File: src/inc/mfr_cfg_pkg.sv
// package for the manufacturer configuration bank: command codes, fields, resets
// assumes a byte-oriented command port fed by an upstream bus protocol engine
package mfr_cfg_pkg;

  // ==========================================================================
  // command codes
  localparam logic [7:0] CMD_VIOL_CROWBAR = 8'hD8;
  localparam logic [7:0] CMD_EXT_GAIN     = 8'hD9;
  localparam logic [7:0] CMD_EXT_BIAS     = 8'hDA;
  localparam logic [7:0] CMD_ALERT_MASK   = 8'hDB;
  localparam logic [7:0] CMD_TEMP_CORR    = 8'hDC;
  localparam logic [7:0] CMD_GAP_TIMES    = 8'hDD;
  localparam logic [7:0] CMD_GAP_MODE     = 8'hDE;
  localparam logic [7:0] CMD_LOOP_TUNE    = 8'hDF;

  // ==========================================================================
  // field positions
  localparam int VIOL_CNT_MSB   = 3;
  localparam int CROWBAR_BIT    = 7;
  localparam int TC_MSB         = 6;
  localparam int TC_SRC_BIT     = 7;
  localparam int HL_MODE_BIT    = 15;
  localparam int LH_MODE_BIT    = 7;
  localparam int LOOP_EN_BIT    = 24;
  localparam int ALERT_BYTES    = 7;
  localparam int ALERT_BITS     = 56;
  localparam int MAX_DATA_BYTES = 7;

  // ==========================================================================
  // reset values (the adaptive maximum reset is 60 ns per edge)
  localparam logic [7:0]  GAP_MAX_DEFAULT = 8'h3C;
  localparam logic [15:0] GAP_MAX_RESET   = {GAP_MAX_DEFAULT, GAP_MAX_DEFAULT};
  localparam logic [15:0] GAP_TIMES_RESET = 16'h0000;
  localparam logic [55:0] ALERT_MASK_RESET = 56'h00000000000000;
  localparam logic [7:0]  CNT_ZERO        = 8'h00;
  localparam logic [7:0]  BYTE_ONE        = 8'h01;

  // status bytes in mask order
  typedef struct packed {
    logic [7:0] mfr;
    logic [7:0] other;
    logic [7:0] cml;
    logic [7:0] temp;
    logic [7:0] input_s;
    logic [7:0] iout;
    logic [7:0] vout;
  } status_bytes_t;

  // command port beat
  typedef struct packed {
    logic       wr;
    logic       rd;
    logic       start;
    logic [7:0] cmd;
    logic [7:0] data;
  } cmd_beat_t;

  // dead-time control handed to the switch driver
  typedef struct packed {
    logic [7:0] hl_fixed;
    logic [7:0] lh_fixed;
    logic [7:0] hl_max;
    logic [7:0] lh_max;
    logic [6:0] hl_min;
    logic [6:0] lh_min;
    logic       hl_freeze;
    logic       lh_freeze;
  } gap_ctl_t;

endpackage

File: src/rtl/mfr_cfg_bank.sv
// register bank for manufacturer configuration commands plus the logic they steer
// assumes a protocol engine presents bytes of each command, low byte first
//
// Operation
// - fault response after count plus one violations
// - crowbar bit turns low switch on
// - seven-byte alert mask, status order
// - mask one blocks alert, zero allows
// - manufacturer mask byte bits 55 to 48
// - monitor warnings at 110 and 95 percent
// - sync loss flags period fault, bit 51
// - communication mask bits 39 38 37 33
// - temperature mask bits 31 down to 25
// - input, current, output mask bit mapping
// - sense resistance corrected by coefficient field
// - source bit picks internal or external sensor while sensor enable is set
// - two signed eight-bit dead-time fields
// - times before mode write set maximum
// - fixed times used when adaptive disabled
// - signed minimum dead times, 2 ns steps
// - mode bits select adaptive or freeze
// - loop tuning gain, residual, enable
// - external readback divides by scale plus offset
// - snapshot bits block output fault triggers
`timescale 1ns/1ps
module mfr_cfg_bank
  import mfr_cfg_pkg::*;
(
  // clock and reset
  input  wire logic                       clk,
  input  wire logic                       nrst,
  // command port from protocol engine
  input  wire mfr_cfg_pkg::cmd_beat_t     beat,
  output logic [7:0]                      rd_data,
  output logic                            rd_valid,
  // fault sources
  input  wire mfr_cfg_pkg::status_bytes_t status,
  input  wire logic                       vout_ov_raw,
  input  wire logic                       vout_uv_raw,
  input  wire logic                       cycle_tick,
  input  wire logic                       sync_present,
  input  wire logic [15:0]                aux_voltage_monitor_level,
  input  wire logic [15:0]                aux_voltage_monitor_uv_limit,
  input  wire logic [15:0]                aux_voltage_monitor_ov_limit,
  input  wire logic [1:0]                 snap_mask,
  input  wire logic                       ext_sense_en,
  // steered outputs
  output logic                            alert_output,
  output logic                            vout_ov_fault,
  output logic                            vout_uv_fault,
  output logic                            low_switch_on,
  output logic                            period_fault,
  output logic                            aux_voltage_monitor_uv_warn,
  output logic                            aux_voltage_monitor_ov_warn,
  output logic                            snapshot_req,
  output logic                            use_ext_sensor,
  output logic [6:0]                      temp_coefficient,
  output logic [15:0]                     ext_scale,
  output logic [15:0]                     ext_offset,
  output mfr_cfg_pkg::gap_ctl_t           gap,
  output logic [15:0]                     loop_gain,
  output logic [7:0]                      loop_residual,
  output logic                            loop_enable
);

  // ==========================================================================
  // registers
  logic [7:0]  viol_cfg_q;
  logic [15:0] gain_q;
  logic [15:0] bias_q;
  logic [55:0] mask_q;
  logic [7:0]  corr_q;
  logic [15:0] times_q;
  logic [15:0] mode_q;
  logic [31:0] tune_q;
  logic [15:0] gap_max_q;
  logic        last_was_times_q;
  logic [2:0]  idx_q;
  logic [7:0]  cmd_q;
  logic [55:0] shadow_q;

  // ==========================================================================
  // command byte decode: bytes collect into a shadow, commit on last byte
  wire  [2:0]  idx_now   = beat.start ? 3'h0 : idx_q;
  wire  [7:0]  cmd_now   = beat.start ? beat.cmd : cmd_q;
  wire  [2:0]  cmd_bytes = (cmd_now == CMD_VIOL_CROWBAR) ? 3'h1 :
                           (cmd_now == CMD_TEMP_CORR)    ? 3'h1 :
                           (cmd_now == CMD_ALERT_MASK)   ? 3'h7 :
                           (cmd_now == CMD_LOOP_TUNE)    ? 3'h4 : 3'h2;
  wire         known     = (cmd_now >= CMD_VIOL_CROWBAR) && (cmd_now <= CMD_LOOP_TUNE);
  wire         last_byte = known && (idx_now == cmd_bytes - 3'h1);
  wire         commit    = beat.wr && last_byte;
  logic [55:0] shadow_d;
  always_comb begin
    shadow_d = shadow_q;
    shadow_d[{idx_now, 3'h0} +: 8] = beat.data;
  end

  always_ff @(posedge clk) begin
    if (!nrst) begin
      idx_q    <= 3'h0;
      cmd_q    <= 8'h00;
      shadow_q <= 56'h00000000000000;
    end else begin
      if (beat.start)
        cmd_q <= beat.cmd;
      if ((beat.wr || beat.rd) && idx_now != 3'h7)
        idx_q <= idx_now + 3'h1;
      else if (beat.start)
        idx_q <= 3'h0;
      if (beat.wr)
        shadow_q <= shadow_d;
    end
  end

  // ==========================================================================
  // register writes: one named strobe per command, decoded outside the flops
  wire         wr_viol   = commit && (cmd_now == CMD_VIOL_CROWBAR);
  wire         wr_gain   = commit && (cmd_now == CMD_EXT_GAIN);
  wire         wr_bias   = commit && (cmd_now == CMD_EXT_BIAS);
  wire         wr_mask   = commit && (cmd_now == CMD_ALERT_MASK);
  wire         wr_corr   = commit && (cmd_now == CMD_TEMP_CORR);
  wire         wr_times  = commit && (cmd_now == CMD_GAP_TIMES);
  wire         wr_mode   = commit && (cmd_now == CMD_GAP_MODE);
  wire         wr_tune   = commit && (cmd_now == CMD_LOOP_TUNE);
  // times then mode sets maximum
  // reads and partial writes leave the chain intact, only commits break it
  wire         max_load  = wr_mode && last_was_times_q;

  // byte-wide commands
  always_ff @(posedge clk) begin
    if (!nrst) begin
      viol_cfg_q <= 8'h00;
      corr_q     <= 8'h00;
    end else begin
      if (wr_viol)
        viol_cfg_q <= shadow_d[7:0];
      if (wr_corr)
        corr_q <= shadow_d[7:0];
    end
  end

  // word and block commands
  always_ff @(posedge clk) begin
    if (!nrst) begin
      gain_q <= 16'h0000;
      bias_q <= 16'h0000;
      tune_q <= 32'h00000000;
    end else begin
      if (wr_gain)
        gain_q <= shadow_d[15:0];
      if (wr_bias)
        bias_q <= shadow_d[15:0];
      if (wr_tune)
        tune_q <= shadow_d[31:0];
    end
  end

  always_ff @(posedge clk) begin
    if (!nrst)
      mask_q <= ALERT_MASK_RESET;
    else if (wr_mask)
      mask_q <= shadow_d;
  end

  // dead-time commands and the adaptive maximum
  always_ff @(posedge clk) begin
    if (!nrst) begin
      times_q          <= GAP_TIMES_RESET;
      mode_q           <= 16'h0000;
      gap_max_q        <= GAP_MAX_RESET;
      last_was_times_q <= 1'b0;
    end else begin
      if (commit)
        last_was_times_q <= wr_times;
      if (wr_times)
        times_q <= shadow_d[15:0];
      if (wr_mode)
        mode_q <= shadow_d[15:0];
      if (max_load)
        gap_max_q <= times_q;
    end
  end

  // ==========================================================================
  // readback
  logic [55:0] rd_word;
  always_comb begin
    case (cmd_now)
      CMD_VIOL_CROWBAR: rd_word = {48'h0, viol_cfg_q};
      CMD_EXT_GAIN:     rd_word = {40'h0, gain_q};
      CMD_EXT_BIAS:     rd_word = {40'h0, bias_q};
      CMD_ALERT_MASK:   rd_word = mask_q;
      CMD_TEMP_CORR:    rd_word = {48'h0, corr_q};
      CMD_GAP_TIMES:    rd_word = {40'h0, times_q};
      CMD_GAP_MODE:     rd_word = {40'h0, mode_q};
      CMD_LOOP_TUNE:    rd_word = {24'h0, tune_q};
      default:          rd_word = 56'h0;
    endcase
  end

  always_ff @(posedge clk) begin
    if (!nrst) begin
      rd_data  <= 8'h00;
      rd_valid <= 1'b0;
    end else begin
      rd_valid <= beat.rd;
      rd_data  <= beat.rd ? rd_word[{idx_now, 3'h0} +: 8] : 8'h00;
    end
  end

  // ==========================================================================
  // output voltage violation counting; each tick samples the comparators
  logic [4:0] ov_cnt_q;
  logic [4:0] uv_cnt_q;
  wire  [4:0] need   = {1'b0, viol_cfg_q[VIOL_CNT_MSB:0]} + 5'h1;
  wire  [4:0] ov_inc = ov_cnt_q + 5'h1;
  wire  [4:0] uv_inc = uv_cnt_q + 5'h1;

  always_ff @(posedge clk) begin
    if (!nrst) begin
      ov_cnt_q      <= 5'h00;
      uv_cnt_q      <= 5'h00;
      vout_ov_fault <= 1'b0;
      vout_uv_fault <= 1'b0;
    end else if (cycle_tick) begin
      ov_cnt_q      <= vout_ov_raw ? ((ov_inc >= need) ? need : ov_inc) : 5'h00;
      uv_cnt_q      <= vout_uv_raw ? ((uv_inc >= need) ? need : uv_inc) : 5'h00;
      vout_ov_fault <= vout_ov_raw && (ov_inc >= need);
      vout_uv_fault <= vout_uv_raw && (uv_inc >= need);
    end
  end

  // ==========================================================================
  // sync input passes three flops; a change counts when stages two and three agree
  logic [2:0] sync_sr_q;
  logic       sync_ok_q;
  always_ff @(posedge clk) begin
    if (!nrst) begin
      sync_sr_q <= 3'h7;
      sync_ok_q <= 1'b1;
    end else begin
      sync_sr_q <= {sync_sr_q[1:0], sync_present};
      if (sync_sr_q[2] == sync_sr_q[1])
        sync_ok_q <= sync_sr_q[2];
    end
  end

  // ==========================================================================
  // monitor warnings: integer division rounds both margins down
  // warn at 110 and 95 percent
  wire [19:0] uv_warn_lim = 20'(aux_voltage_monitor_uv_limit) + 20'(aux_voltage_monitor_uv_limit / 16'h000A);
  wire [19:0] ov_warn_lim = 20'(aux_voltage_monitor_ov_limit) - 20'(aux_voltage_monitor_ov_limit / 16'h0014);
  wire        uv_warn_now = 20'(aux_voltage_monitor_level) < uv_warn_lim;
  wire        ov_warn_now = 20'(aux_voltage_monitor_level) > ov_warn_lim;

  // ==========================================================================
  // alert output: status readable elsewhere, masking gates only the alert
  status_bytes_t live;
  always_comb begin
    live          = status;
    live.vout[7]  = status.vout[7] | vout_ov_fault;
    live.vout[4]  = status.vout[4] | vout_uv_fault;
    live.mfr[3]   = status.mfr[3] | period_fault;
    live.mfr[5]   = status.mfr[5] | aux_voltage_monitor_uv_warn;
    live.mfr[4]   = status.mfr[4] | aux_voltage_monitor_ov_warn;
  end
  wire [ALERT_BITS-1:0] live_flat = live;
  logic [ALERT_BITS-1:0] pass;
  genvar b;
  generate
    for (b = 0; b < ALERT_BITS; b = b + 1) begin : g_mask
      assign pass[b] = live_flat[b] & ~mask_q[b];
    end
  endgenerate

  // ==========================================================================
  // steered outputs, all registered
  // crowbar on over-voltage fault
  wire         crowbar_d = vout_ov_fault && viol_cfg_q[CROWBAR_BIT];
  wire         snap_uv   = vout_uv_fault && !snap_mask[1];
  wire         snap_ov   = vout_ov_fault && !snap_mask[0];
  // source bit with sensor enable
  // the sensor enable belongs to another bank, so it arrives here as a level
  wire         ext_pick  = corr_q[TC_SRC_BIT] && ext_sense_en;

  // fault and alert flags
  always_ff @(posedge clk) begin
    if (!nrst) begin
      alert_output  <= 1'b0;
      low_switch_on <= 1'b0;
      period_fault  <= 1'b0;
      aux_voltage_monitor_uv_warn  <= 1'b0;
      aux_voltage_monitor_ov_warn  <= 1'b0;
      snapshot_req  <= 1'b0;
    end else begin
      alert_output  <= |pass;
      low_switch_on <= crowbar_d;
      period_fault  <= ~sync_ok_q;
      aux_voltage_monitor_uv_warn  <= uv_warn_now;
      aux_voltage_monitor_ov_warn  <= ov_warn_now;
      snapshot_req  <= snap_uv || snap_ov;
    end
  end

  // sensing configuration copies
  always_ff @(posedge clk) begin
    if (!nrst) begin
      use_ext_sensor   <= 1'b0;
      temp_coefficient <= 7'h00;
      ext_scale        <= 16'h0000;
      ext_offset       <= 16'h0000;
    end else begin
      use_ext_sensor   <= ext_pick;
      temp_coefficient <= corr_q[TC_MSB:0];
      ext_scale        <= gain_q;
      ext_offset       <= bias_q;
    end
  end

  // dead-time control; the maximum leaves reset at its default, never at zero
  always_ff @(posedge clk) begin
    if (!nrst) begin
      gap.hl_fixed  <= 8'h00;
      gap.lh_fixed  <= 8'h00;
      gap.hl_max    <= GAP_MAX_DEFAULT;
      gap.lh_max    <= GAP_MAX_DEFAULT;
      gap.hl_min    <= 7'h00;
      gap.lh_min    <= 7'h00;
      gap.hl_freeze <= 1'b0;
      gap.lh_freeze <= 1'b0;
    end else begin
      gap.hl_fixed  <= times_q[15:8];
      gap.lh_fixed  <= times_q[7:0];
      gap.hl_max    <= gap_max_q[15:8];
      gap.lh_max    <= gap_max_q[7:0];
      gap.hl_min    <= mode_q[14:8];
      gap.lh_min    <= mode_q[6:0];
      gap.hl_freeze <= mode_q[HL_MODE_BIT];
      gap.lh_freeze <= mode_q[LH_MODE_BIT];
    end
  end

  // loop tuning copies
  always_ff @(posedge clk) begin
    if (!nrst) begin
      loop_gain     <= 16'h0000;
      loop_residual <= 8'h00;
      loop_enable   <= 1'b0;
    end else begin
      loop_gain     <= tune_q[15:0];
      loop_residual <= tune_q[23:16];
      loop_enable   <= tune_q[LOOP_EN_BIT];
    end
  end

endmodule

File: config.mk
export PLATFORM = sky130hd
export DESIGN_NAME = mfr_cfg_bank
export DESIGN_NICKNAME = d
export VERILOG_FILES = /design/src/inc/mfr_cfg_pkg.sv /design/src/rtl/mfr_cfg_bank.sv
export SDC_FILE = /design/constraint.sdc
export NUM_CORES = 1
export LEC_CHECK = 0
export ABC_CLOCK_PERIOD_IN_PS = 17400
export BUFFER_PORTS_ARGS = -buffer_cell sky130_fd_sc_hd__buf_2
export CAP_MARGIN = 10
export CORE_ASPECT_RATIO = 0.9
export CORE_UTILIZATION = 35
export CTS_BUF_LIST = sky130_fd_sc_hd__clkbuf_8
export DETAILED_ROUTE_END_ITERATION = 10
export PLACE_DENSITY = 0.54
export SLEW_MARGIN = 30
export SYNTH_ARGS = -nofsm -noshare
export SYNTH_HDL_FRONTEND = slang
export SYNTH_SLANG_ARGS = --single-unit
File: constraint.sdc
create_clock -name clk -period 17.4 [get_ports clk]
set_clock_uncertainty 0.1 [all_clocks]
set_input_delay 5.22 -clock clk [delete_from_list [all_inputs] [get_ports clk]]
set_output_delay 5.22 -clock clk [all_outputs]
set_load 0.05 [all_outputs]
* After elaboration in Yosys (flattened, before gate mapping)
Index checks and enable logic that the tools add are counted.
** Operators by class
- Reductions and logical operators :: 25
- $lt $le $gt $ge :: 6
- Multiplexer cells :: 13
- Bitwise gates (word level) :: 118
- Equal/unequal tests :: 11
- Shift operators :: 3
- Add/sub/neg operators :: 8
- Div/mod/pow operators :: 2
- $mul :: 0
** Operators with widths (count)
- $pmux 56 s8 :: 1
- $eq 8x8->1 const B :: 8
- $not 1->1 :: 57
- $and 1x1->1 :: 56
- $bwmux 56 :: 1
- $reduce_or 56->1 :: 1
- $shift 8x8->56 const A :: 1
- $shiftx 56x7->8 :: 1
- $shiftx 8x8->56 :: 1
- $add 16x20->20 :: 1
- $div 16x4->20 const B :: 1
- $div 16x5->20 const B :: 1
- $gt 16x20->1 :: 1
- $lt 16x20->1 :: 1
- $mux 5 :: 4
- $sub 16x20->20 :: 1
- $logic_and 1x1->1 :: 19
- $mux 3 :: 6
- $add 5x1->5 const B :: 2
- $ge 5x5->1 :: 2
- $ge 8x8->1 const B :: 1
- $le 8x8->1 const B :: 1
- $mux 8 :: 1
- $neg 6->8 :: 1
- 10 further kinds :: 16
** Word-level totals
- Memories kept :: 0
- Bits in writable memories :: 0
- Output and inout port bits :: 130
- Bits in latches :: 0
- Flip-flop bits (word level) :: 396
- Bits in read-only memories :: 0
- Logic and storage cells :: 228

* Longest topological paths before layout
Gate-level depths: netlist of run 1.
- Depth in word-level cells :: 12
- Depth in mapped cells :: 57
- Mapped depth without buffers :: 54

* Least setup slack after synthesis of run 1
No wires, ideal clock.
- Path type :: input -> register
- From :: input port aux_voltage_monitor_ov_limit[14]
- To :: register aux_voltage_monitor_ov_warn
- Path slack :: 1.187 ns
- Cell stages on the path :: 52
- Data required time :: 17.173 ns
- Data arrival time :: 15.987 ns
- Cell sequence :: nor2_1 -> inv_1 -> ha_1 -> maj3_1 -> a221oi_1 -> o221ai_4 -> inv_2 -> buf_6 -> nor2_2 -> or4_1 -> a41o_1 -> a32oi_1 -> nand4_2 -> inv_2 -> buf_2 -> o21ai_1 -> a211oi_1 -> o22ai_1 -> (+16 left out) -> nor2b_1 -> o21ai_0 -> a21oi_1 -> o21ai_0 -> nand2b_1 -> a21o_1 -> nand2_1 -> a21oi_1 -> o21ai_0 -> a21oi_1 -> o21ai_0 -> nor2b_1 -> nand2b_1 -> xnor2_1 -> ha_1 -> nand4_1 -> o41ai_1 -> nor3_1
** On the way
- Word-level cells in the longest chain between the ends :: 3
** RTL lines
- start: declaration :: line mfr_cfg_bank.sv:44 : input wire logic [15:0] aux_voltage_monitor_ov_limit,
- $div 16x5->20 :: line mfr_cfg_bank.sv:253 : wire [19:0] ov_warn_lim = 20'(aux_voltage_monitor_ov_limit) - 20'(aux_voltage_monitor_ov_limit / 16'h0014);
- $sub 16x20->20 * :: line mfr_cfg_bank.sv:253
- $gt 16x20->1 * :: line mfr_cfg_bank.sv:255 : wire ov_warn_now = 20'(aux_voltage_monitor_level) > ov_warn_lim;
- end signal: assignment :: line mfr_cfg_bank.sv:301 : aux_voltage_monitor_ov_warn <= ov_warn_now;
- end: declaration :: line mfr_cfg_bank.sv:54 : output logic aux_voltage_monitor_ov_warn,
Mark *: on every way between the ends. The rest lies on a longest branch, timed or not.
A chain may end at the register's enable or synchronous reset.

* Worst setup path after layout of run 1
- From :: input port aux_voltage_monitor_ov_limit[13]
- To :: register aux_voltage_monitor_ov_warn
The elaborated chain is that of the path after synthesis.

==> results by group, run 1 <==
Hold path
  – Hold/Removal Path Class: reg -> reg
  – Min-Delay Startpoint: gap_max_q[4]
  – Hold path depth: 1
  – Worst Hold End: gap[20]

Global route
  – Vias in the first global route: 20877
  – Gr ovfl total: 0
  – Largest net degree at the start of global routing: 199
  – Tot GR Track Use: 23.3%
  – Initial antenna violation count: 5
  – First-pass GRT wire length: 121000 um

CTS
  – Clk_lat worst skew: 0.65 ns
  – Cts repair resizes: 0
  – Clock slew at reported path FFs: 0.05 ns
  – Number of buffers added for setup after CTS: 0
  – CTS tree: yes
  – Root buffer cell: clkbuf_8
  – CTS hold repair buffers: 0
  – TritonCTS Buffers: 72
  – Max Root-Sink Buffers: 3
  – CTS H-tree lvls: 3
  – CTS Sinks: 396

Floorplan
  – Core area: 63100 um2
  – Rows: 87
  – Die span in x: 269 um
  – Die height: 243 um
  – Io pins: 262
  – Full die area: 65400 um2
  – Starting Density: 35.7%

Cells and area
  – NumNets Final: 3231
  – Layout area overhead: 19.1%
  – Non-filler cells in the finished layout: 3916
  – Commonest cells after routing, fill and taps aside: 396 x dfxtp_1, 377 x nand2_1, 260 x buf_2
  – Layout cell share with drive strength beyond 1: 18.5%
  – Most common library cell in the layout ignoring fill and taps: dfxtp_1

Worst setup path
  – R2R setup slack: 13.13 ns
  – Worst Setup End Kind: register
  – Worst Path Max Fanout: 17
  – FF-to-FF End: mask_q[51]
  – Slowest stage cell, crit path: or4_4
  – Reg2Reg Depth: 11
  – Arrival time worst endpoint: 16.73 ns
  – Worst path most repeated cell: o21ai_0
  – Reg2reg start: cmd_q[5]
  – CP Launch Point: aux_voltage_monitor_ov_limit[13]
  – CP peak stage delay: 0.53 ns
  – Crit path kind: in -> reg
  – Startpoint types: primary input
  – WP data required: 17.81 ns

Timing
  – Fin crit period: 16.32 ns
  – Slew Viols, Final: 0
  – Hold Fails Final Rpt: 0
  – Final Cycle Share: 93.8%
  – Slew @ Worst Pin: 0.972 ns
  – Total negative slack: 0 ns
  – Final hold slack: 0.335 ns
  – Final setup margin: 1.08 ns
  – RSZ-0062 raised after global routing: false
  – Count of final setup violators: 0
  – Fmax achieved: 0.0613 GHz
  – Slew headroom: 33.4%

Detailed routing
  – DRC viols: 0
  – Final ANT Viol Nets: 0
  – WL per Instance: 19.8 um
  – DRT Pass-1 Iters: 5
  – First DRT Iteration DRCs: 1822
  – Final WL: 77600 um
  – Vias: 21656
  – Vias per inst: 5.53

Logic synthesis
  – Mean post-synth cell area: 8.27 um2
  – Compound-gate portion of the synthesized area: 27.6%
  – Adder-Cell Fraction of Synth Area: 4.83%
  – Post-synthesis simple-gate area fraction: 21.2%
  – Syn nets: 2936
  – Asr flop ratio synth: 0%
  – Sequential fraction of the synthesis area: 35.2%
  – Cell variety after synth: 96
  – Warnings, synthesis: 0
  – Number of flops mapped to enable cells by yosys: 0
  – Post-synthesis register bit count: 396
  – Multiplexer share of the synthesized area: 2.83%
  – Post-Synth XOR/XNOR Area: 2.96%
  – Main combinational cell family by area after synthesis: compound AO/OA/AOI/OAI gates
  – Gate count after technology mapping: 2724
  – Cell Area, Synth: 22500 um2
  – Post-synth top flop: dfxtp_1

Power
  – Combinational Power Share: 31.7%
  – Sw frac: 33.8%
  – Cell internal pwr: 1.75 mW
  – Leakage: 13.5 nW
  – Pwr Density: 98.4 nW/um2
  – Reg power frac: 35.1%
  – Clock share of power: 33.2%
  – Total Power: 2.64 mW
  – P_sw: 0.891 mW
  – VDD IR max: 63.6 uV

Run status
  – Status: finished clean

Place
  – Placed wire-length estimate: 57300 um
  – Placed Cells incl. Taps: 3789
  – GP Congestion: 0.907
  – PortBufs: 261
  – Dpl ws: 0.526 ns

Flow run
  – Number of max-cap violations: 0
-- worst max-delay path by stage --
stage	end	slack [ns]	cells after the start
4_1_cts	aux_voltage_monitor_ov_warn	1.15	53
5_1_grt	aux_voltage_monitor_ov_warn	0.15	54
6_report	aux_voltage_monitor_ov_warn	1.08	53
3_5_place_dp	aux_voltage_monitor_ov_warn	0.53	53
2_1_floorplan	aux_voltage_monitor_ov_warn	1.19	52
3_3_place_gp	aux_voltage_monitor_ov_warn	0.73	50
-- logic make-up after synthesis --
group	Yosys count
simple gates	977
fa+ha+maj	87
buf+inv	317
xor+xnor	74
flops	396
mux	61
compound gates	812
-- cell usage after synthesis, drive strengths merged, types with 7 or more instances --
| master | n | area [um2] |
|---|---|---|
| a211oi | 24 | 185 |
| a21boi | 16 | 120 |
| a21o | 15 | 113 |
| a21oi | 144 | 721 |
| a221oi | 31 | 272 |
| a22o | 17 | 149 |
| a22oi | 28 | 210 |
| a31oi | 36 | 225 |
| and2 | 131 | 820 |
| and3 | 21 | 136 |
| buf | 18 | 87.6 |
| clkbuf | 161 | 604 |
| dfxtp | 396 | 7930 |
| ha | 78 | 976 |
| inv | 134 | 503 |
| maj3 | 7 | 71.3 |
| mux2 | 12 | 135 |
| mux2i | 49 | 503 |
| nand2 | 377 | 1420 |
| nand2b | 43 | 269 |
| nand3 | 58 | 290 |
| nand3b | 10 | 75.1 |
| nand4 | 19 | 125 |
| nor2 | 161 | 614 |
| nor2b | 45 | 282 |
| nor3 | 51 | 260 |
| nor4 | 15 | 109 |
| o2111ai | 8 | 70.1 |
| o211a | 221 | 2210 |
| o211ai | 19 | 143 |
| o21a | 7 | 52.6 |
| o21ai | 113 | 569 |
| o21bai | 9 | 67.6 |
| o22ai | 34 | 213 |
| o31ai | 10 | 75.1 |
| or4 | 12 | 97.6 |
| xnor2 | 54 | 492 |
| xor2 | 20 | 175 |
-- power by group through the flow --
stage | combinational (mW) | clock, mW | sequential [mW]
3_3_place_gp | 0.816 | 0 | 0.943
4_1_cts | 0.830 | 0.902 | 0.925
2_1_floorplan | 0.552 | 0 | 0.946
3_5_place_dp | 0.823 | 0 | 0.944
6_report | 0.837 | 0.877 | 0.925
5_1_grt | 0.926 | 0.946 | 0.925
-- sequential cells by signal, indices dropped and copies added (netlist names), 3 cells and up --
register / count
uv_cnt_q: 5
times_q: 16
shadow_q: 56
ov_cnt_q: 5
ext_offset: 16
ext_scale: 16
mask_q: 56
loop_gain: 16
cmd_q: 8
gap_max_q: 16
idx_q: 3
rd_data: 8
loop_residual: 8
bias_q: 16
gain_q: 16
corr_q: 8
mode_q: 16
tune_q: 32
viol_cfg_q: 8
gap: 48
temp_coefficient: 7
sync_sr_q: 3
-- stage by stage --
stage	utilization (%)	area, um2
floorplan	-	22500
global placement	40.1	25300
detailed placement	40.1	25300
CTS	42.4	26800
global route	42.5	26800
finish	42.5	26800
-- cell type report --
class | instances | area, um2
Antenna cell | 1 | 2.50
Clock buffer | 90 | 1240
Clock inverter | 35 | 193
Fill cell | 6432 | 36300
Inverter | 138 | 531
Multi-Input combinational cell | 2011 | 13500
Sequential cell | 396 | 7930
Tap cell | 845 | 1060
Timing Repair Buffer | 400 | 2400
-- critical path, delay by kind of cell --
kind / cells / cell delay [ns]
XOR/XNOR: 1 / 0.14
AO/OA/AOI/OAI: 24 / 5.15
adder cells (fa/ha/maj): 6 / 1.75
buffers and inverters: 8 / 1.17
AND/OR/NAND/NOR: 13 / 2.93
multiplexers: 1 / 0.37
-- metal layers --
layer / share of wire [%] / global-route usage (%) / wire, um
met2: 45 / 37.1 / 35100
met5: 0.017 / 0 / 13
met1: 46 / 32.0 / 35600
met4: 3.0 / 7.54 / 2290
met3: 6.0 / 3.63 / 4640
Note: power is estimated with default switching activity, not from simulation.
==> run 2, diff against run 1 <==
ABC_CLOCK_PERIOD_IN_PS = 14920   (was 17400)
CTS_CLUSTER_SIZE = 16   (was not set)
GPL_ROUTABILITY_DRIVEN = 0   (was not set)
PLACE_DENSITY = 0.56   (was 0.54)
clock period = 14.92 ns   (was 17.4 ns; I/O delays follow)
==> run 2 against run 1 <==
Compared with the run above:
- first-iteration DRC count fell by 1.5%
- cell count rose by 3.3%
- sequential share of layout area fell by 1.6 points
- largest cell class unchanged
==> results by group, run 2 (synthesized netlist as in run 1, its figures left out) <==
Detailed routing
  – WL per Instance: 19.2 um
  – Final WL: 77600 um
  – First DRT Iteration DRCs: 1794
  – DRT Pass-1 Iters: 8
  – Final ANT Viol Nets: 0
  – Vias: 22512
  – Vias per inst: 5.56
  – DRC viols: 0

Worst setup path
  – CP peak stage delay: 0.57 ns
  – Startpoint types: primary input
  – WP data required: 15.32 ns
  – Slowest stage cell, crit path: or4b_4
  – Worst Path Max Fanout: 5
  – R2R setup slack: 10.14 ns
  – Crit path kind: in -> reg
  – Worst Setup End Kind: register
  – Reg2Reg Depth: 12
  – Arrival time worst endpoint: 15.13 ns

Floorplan
  – Core area: 63100 um2
  – Starting Density: 35.7%
  – Full die area: 65400 um2
  – Rows: 87
  – Die span in x: 269 um
  – Io pins: 262
  – Die height: 243 um

Cells and area
  – Commonest cells after routing, fill and taps aside: 396 x dfxtp_1, 376 x nand2_1, 261 x buf_4
  – Fin area: 28300 um2
  – Layout area overhead: 25.7%
  – Top Registers: mask_q (56), shadow_q (56), gap (48)
  – Layout cell share with drive strength beyond 1: 24.1%
  – Most common library cell in the layout ignoring fill and taps: dfxtp_1
  – NumNets Final: 3358

Flow run
  – Number of max-cap violations: 0

CTS
  – Root buffer cell: clkbuf_8
  – Clk_lat worst skew: 0.62 ns
  – CTS H-tree lvls: 3
  – CTS tree: yes
  – CTS Sinks: 396
  – Clock slew at reported path FFs: 0.06 ns
  – Max Root-Sink Buffers: 3
  – TritonCTS Buffers: 68

Global route
  – Vias in the first global route: 21318
  – First-pass GRT wire length: 120000 um
  – Gr ovfl total: 0
  – Largest net degree at the start of global routing: 200
  – Initial antenna violation count: 3
  – Tot GR Track Use: 22.7%

Timing
  – Fin crit period: 14.73 ns
  – Slew headroom: 26.9%
  – Slew @ Worst Pin: 1.10 ns
  – Hold Fails Final Rpt: 0
  – Count of final setup violators: 0
  – RSZ-0062 raised after global routing: true
  – Slew Viols, Final: 0
  – Final Cycle Share: 98.8%
  – Fmax achieved: 0.0679 GHz

Place
  – Placed instance area: 26400 um2
  – Placed wire-length estimate: 57000 um
  – PortBufs: 261

Power
  – VDD IR max: 60.3 uV
  – Total Power: 3.26 mW
  – Leakage: 14.2 nW
  – Pwr Density: 115 nW/um2

Hold path
  – Hold/Removal Path Class: reg -> reg
  – Hold path depth: 1

Run status
  – Status: finished clean
run 2: worst max-delay path, delay by kind of cell:
kind / cells / cell delay [ns]
AND/OR/NAND/NOR: 13 / 3.09
AO/OA/AOI/OAI: 23 / 5.22
adder cells (fa/ha/maj): 4 / 1.12
multiplexers: 1 / 0.33
buffers and inverters: 8 / 0.71
XOR/XNOR: 2 / 0.20
run 2: where the power goes:
group | switching, mW | leakage [nW] | total, mW | internal (mW)
clock network | 0.448 | 0.810 | 1.01 | 0.566
registers | 0.00732 | 3.20 | 1.08 | 1.07
logic | 0.627 | 10.2 | 1.16 | 0.536
total | 1.08 | 14.2 | 3.26 | 2.17
run 2: timing repair:
item	in CTS	in global routing
hold buffers	0	0
pin swaps	3	54
endpoints found under the setup margin	1	2
gates resized for setup	4	84
buffers inserted	0	17
run 2: per-layer routing:
layer  vias to the layer above  GRT usage [%]  wire, um
met2                       840           37.2     35800
met4                         2           8.00      2400
li1                      10694              -         -
met5                         -              0        19
met3                       154           3.26      4740
met1                     10822           30.3     34600
run 2: worst paths after layout:
check                                         from                          end
hold / removal                        gap_max_q[3]                      gap[19]
setup reg to reg                          cmd_q[0]                    tune_q[9]
hold reg to reg                       gap_max_q[3]                      gap[19]
setup / recovery  aux_voltage_monitor_ov_limit[11]  aux_voltage_monitor_ov_warn
run 2: stage by stage:
stage          utilization (%)  setup slack [ns]  hold slack (ns)  std cells  TNS, ns
2_1_floorplan                -            0.0116            0.286       2724        0
3_3_place_gp              41.7            -0.380            0.331       3904   -0.380
3_5_place_dp              41.7            -0.648            0.328       3904   -0.648
4_1_cts                   44.0          0.000943            0.346       4026        0
5_1_grt                   44.9            -0.233            0.365       4044   -0.257
6_report                  44.9             0.186            0.348       4046        0
run 2: cell type report:
type | instances | area, um2
well taps | 845 | 1060
flip-flops and latches | 396 | 7930
clock buffers | 88 | 1210
diodes | 3 | 7.51
inverters | 138 | 536
repair buffers | 531 | 3450
multi-input cells | 2011 | 13900
fillers | 6319 | 34800
clock inverters | 34 | 211
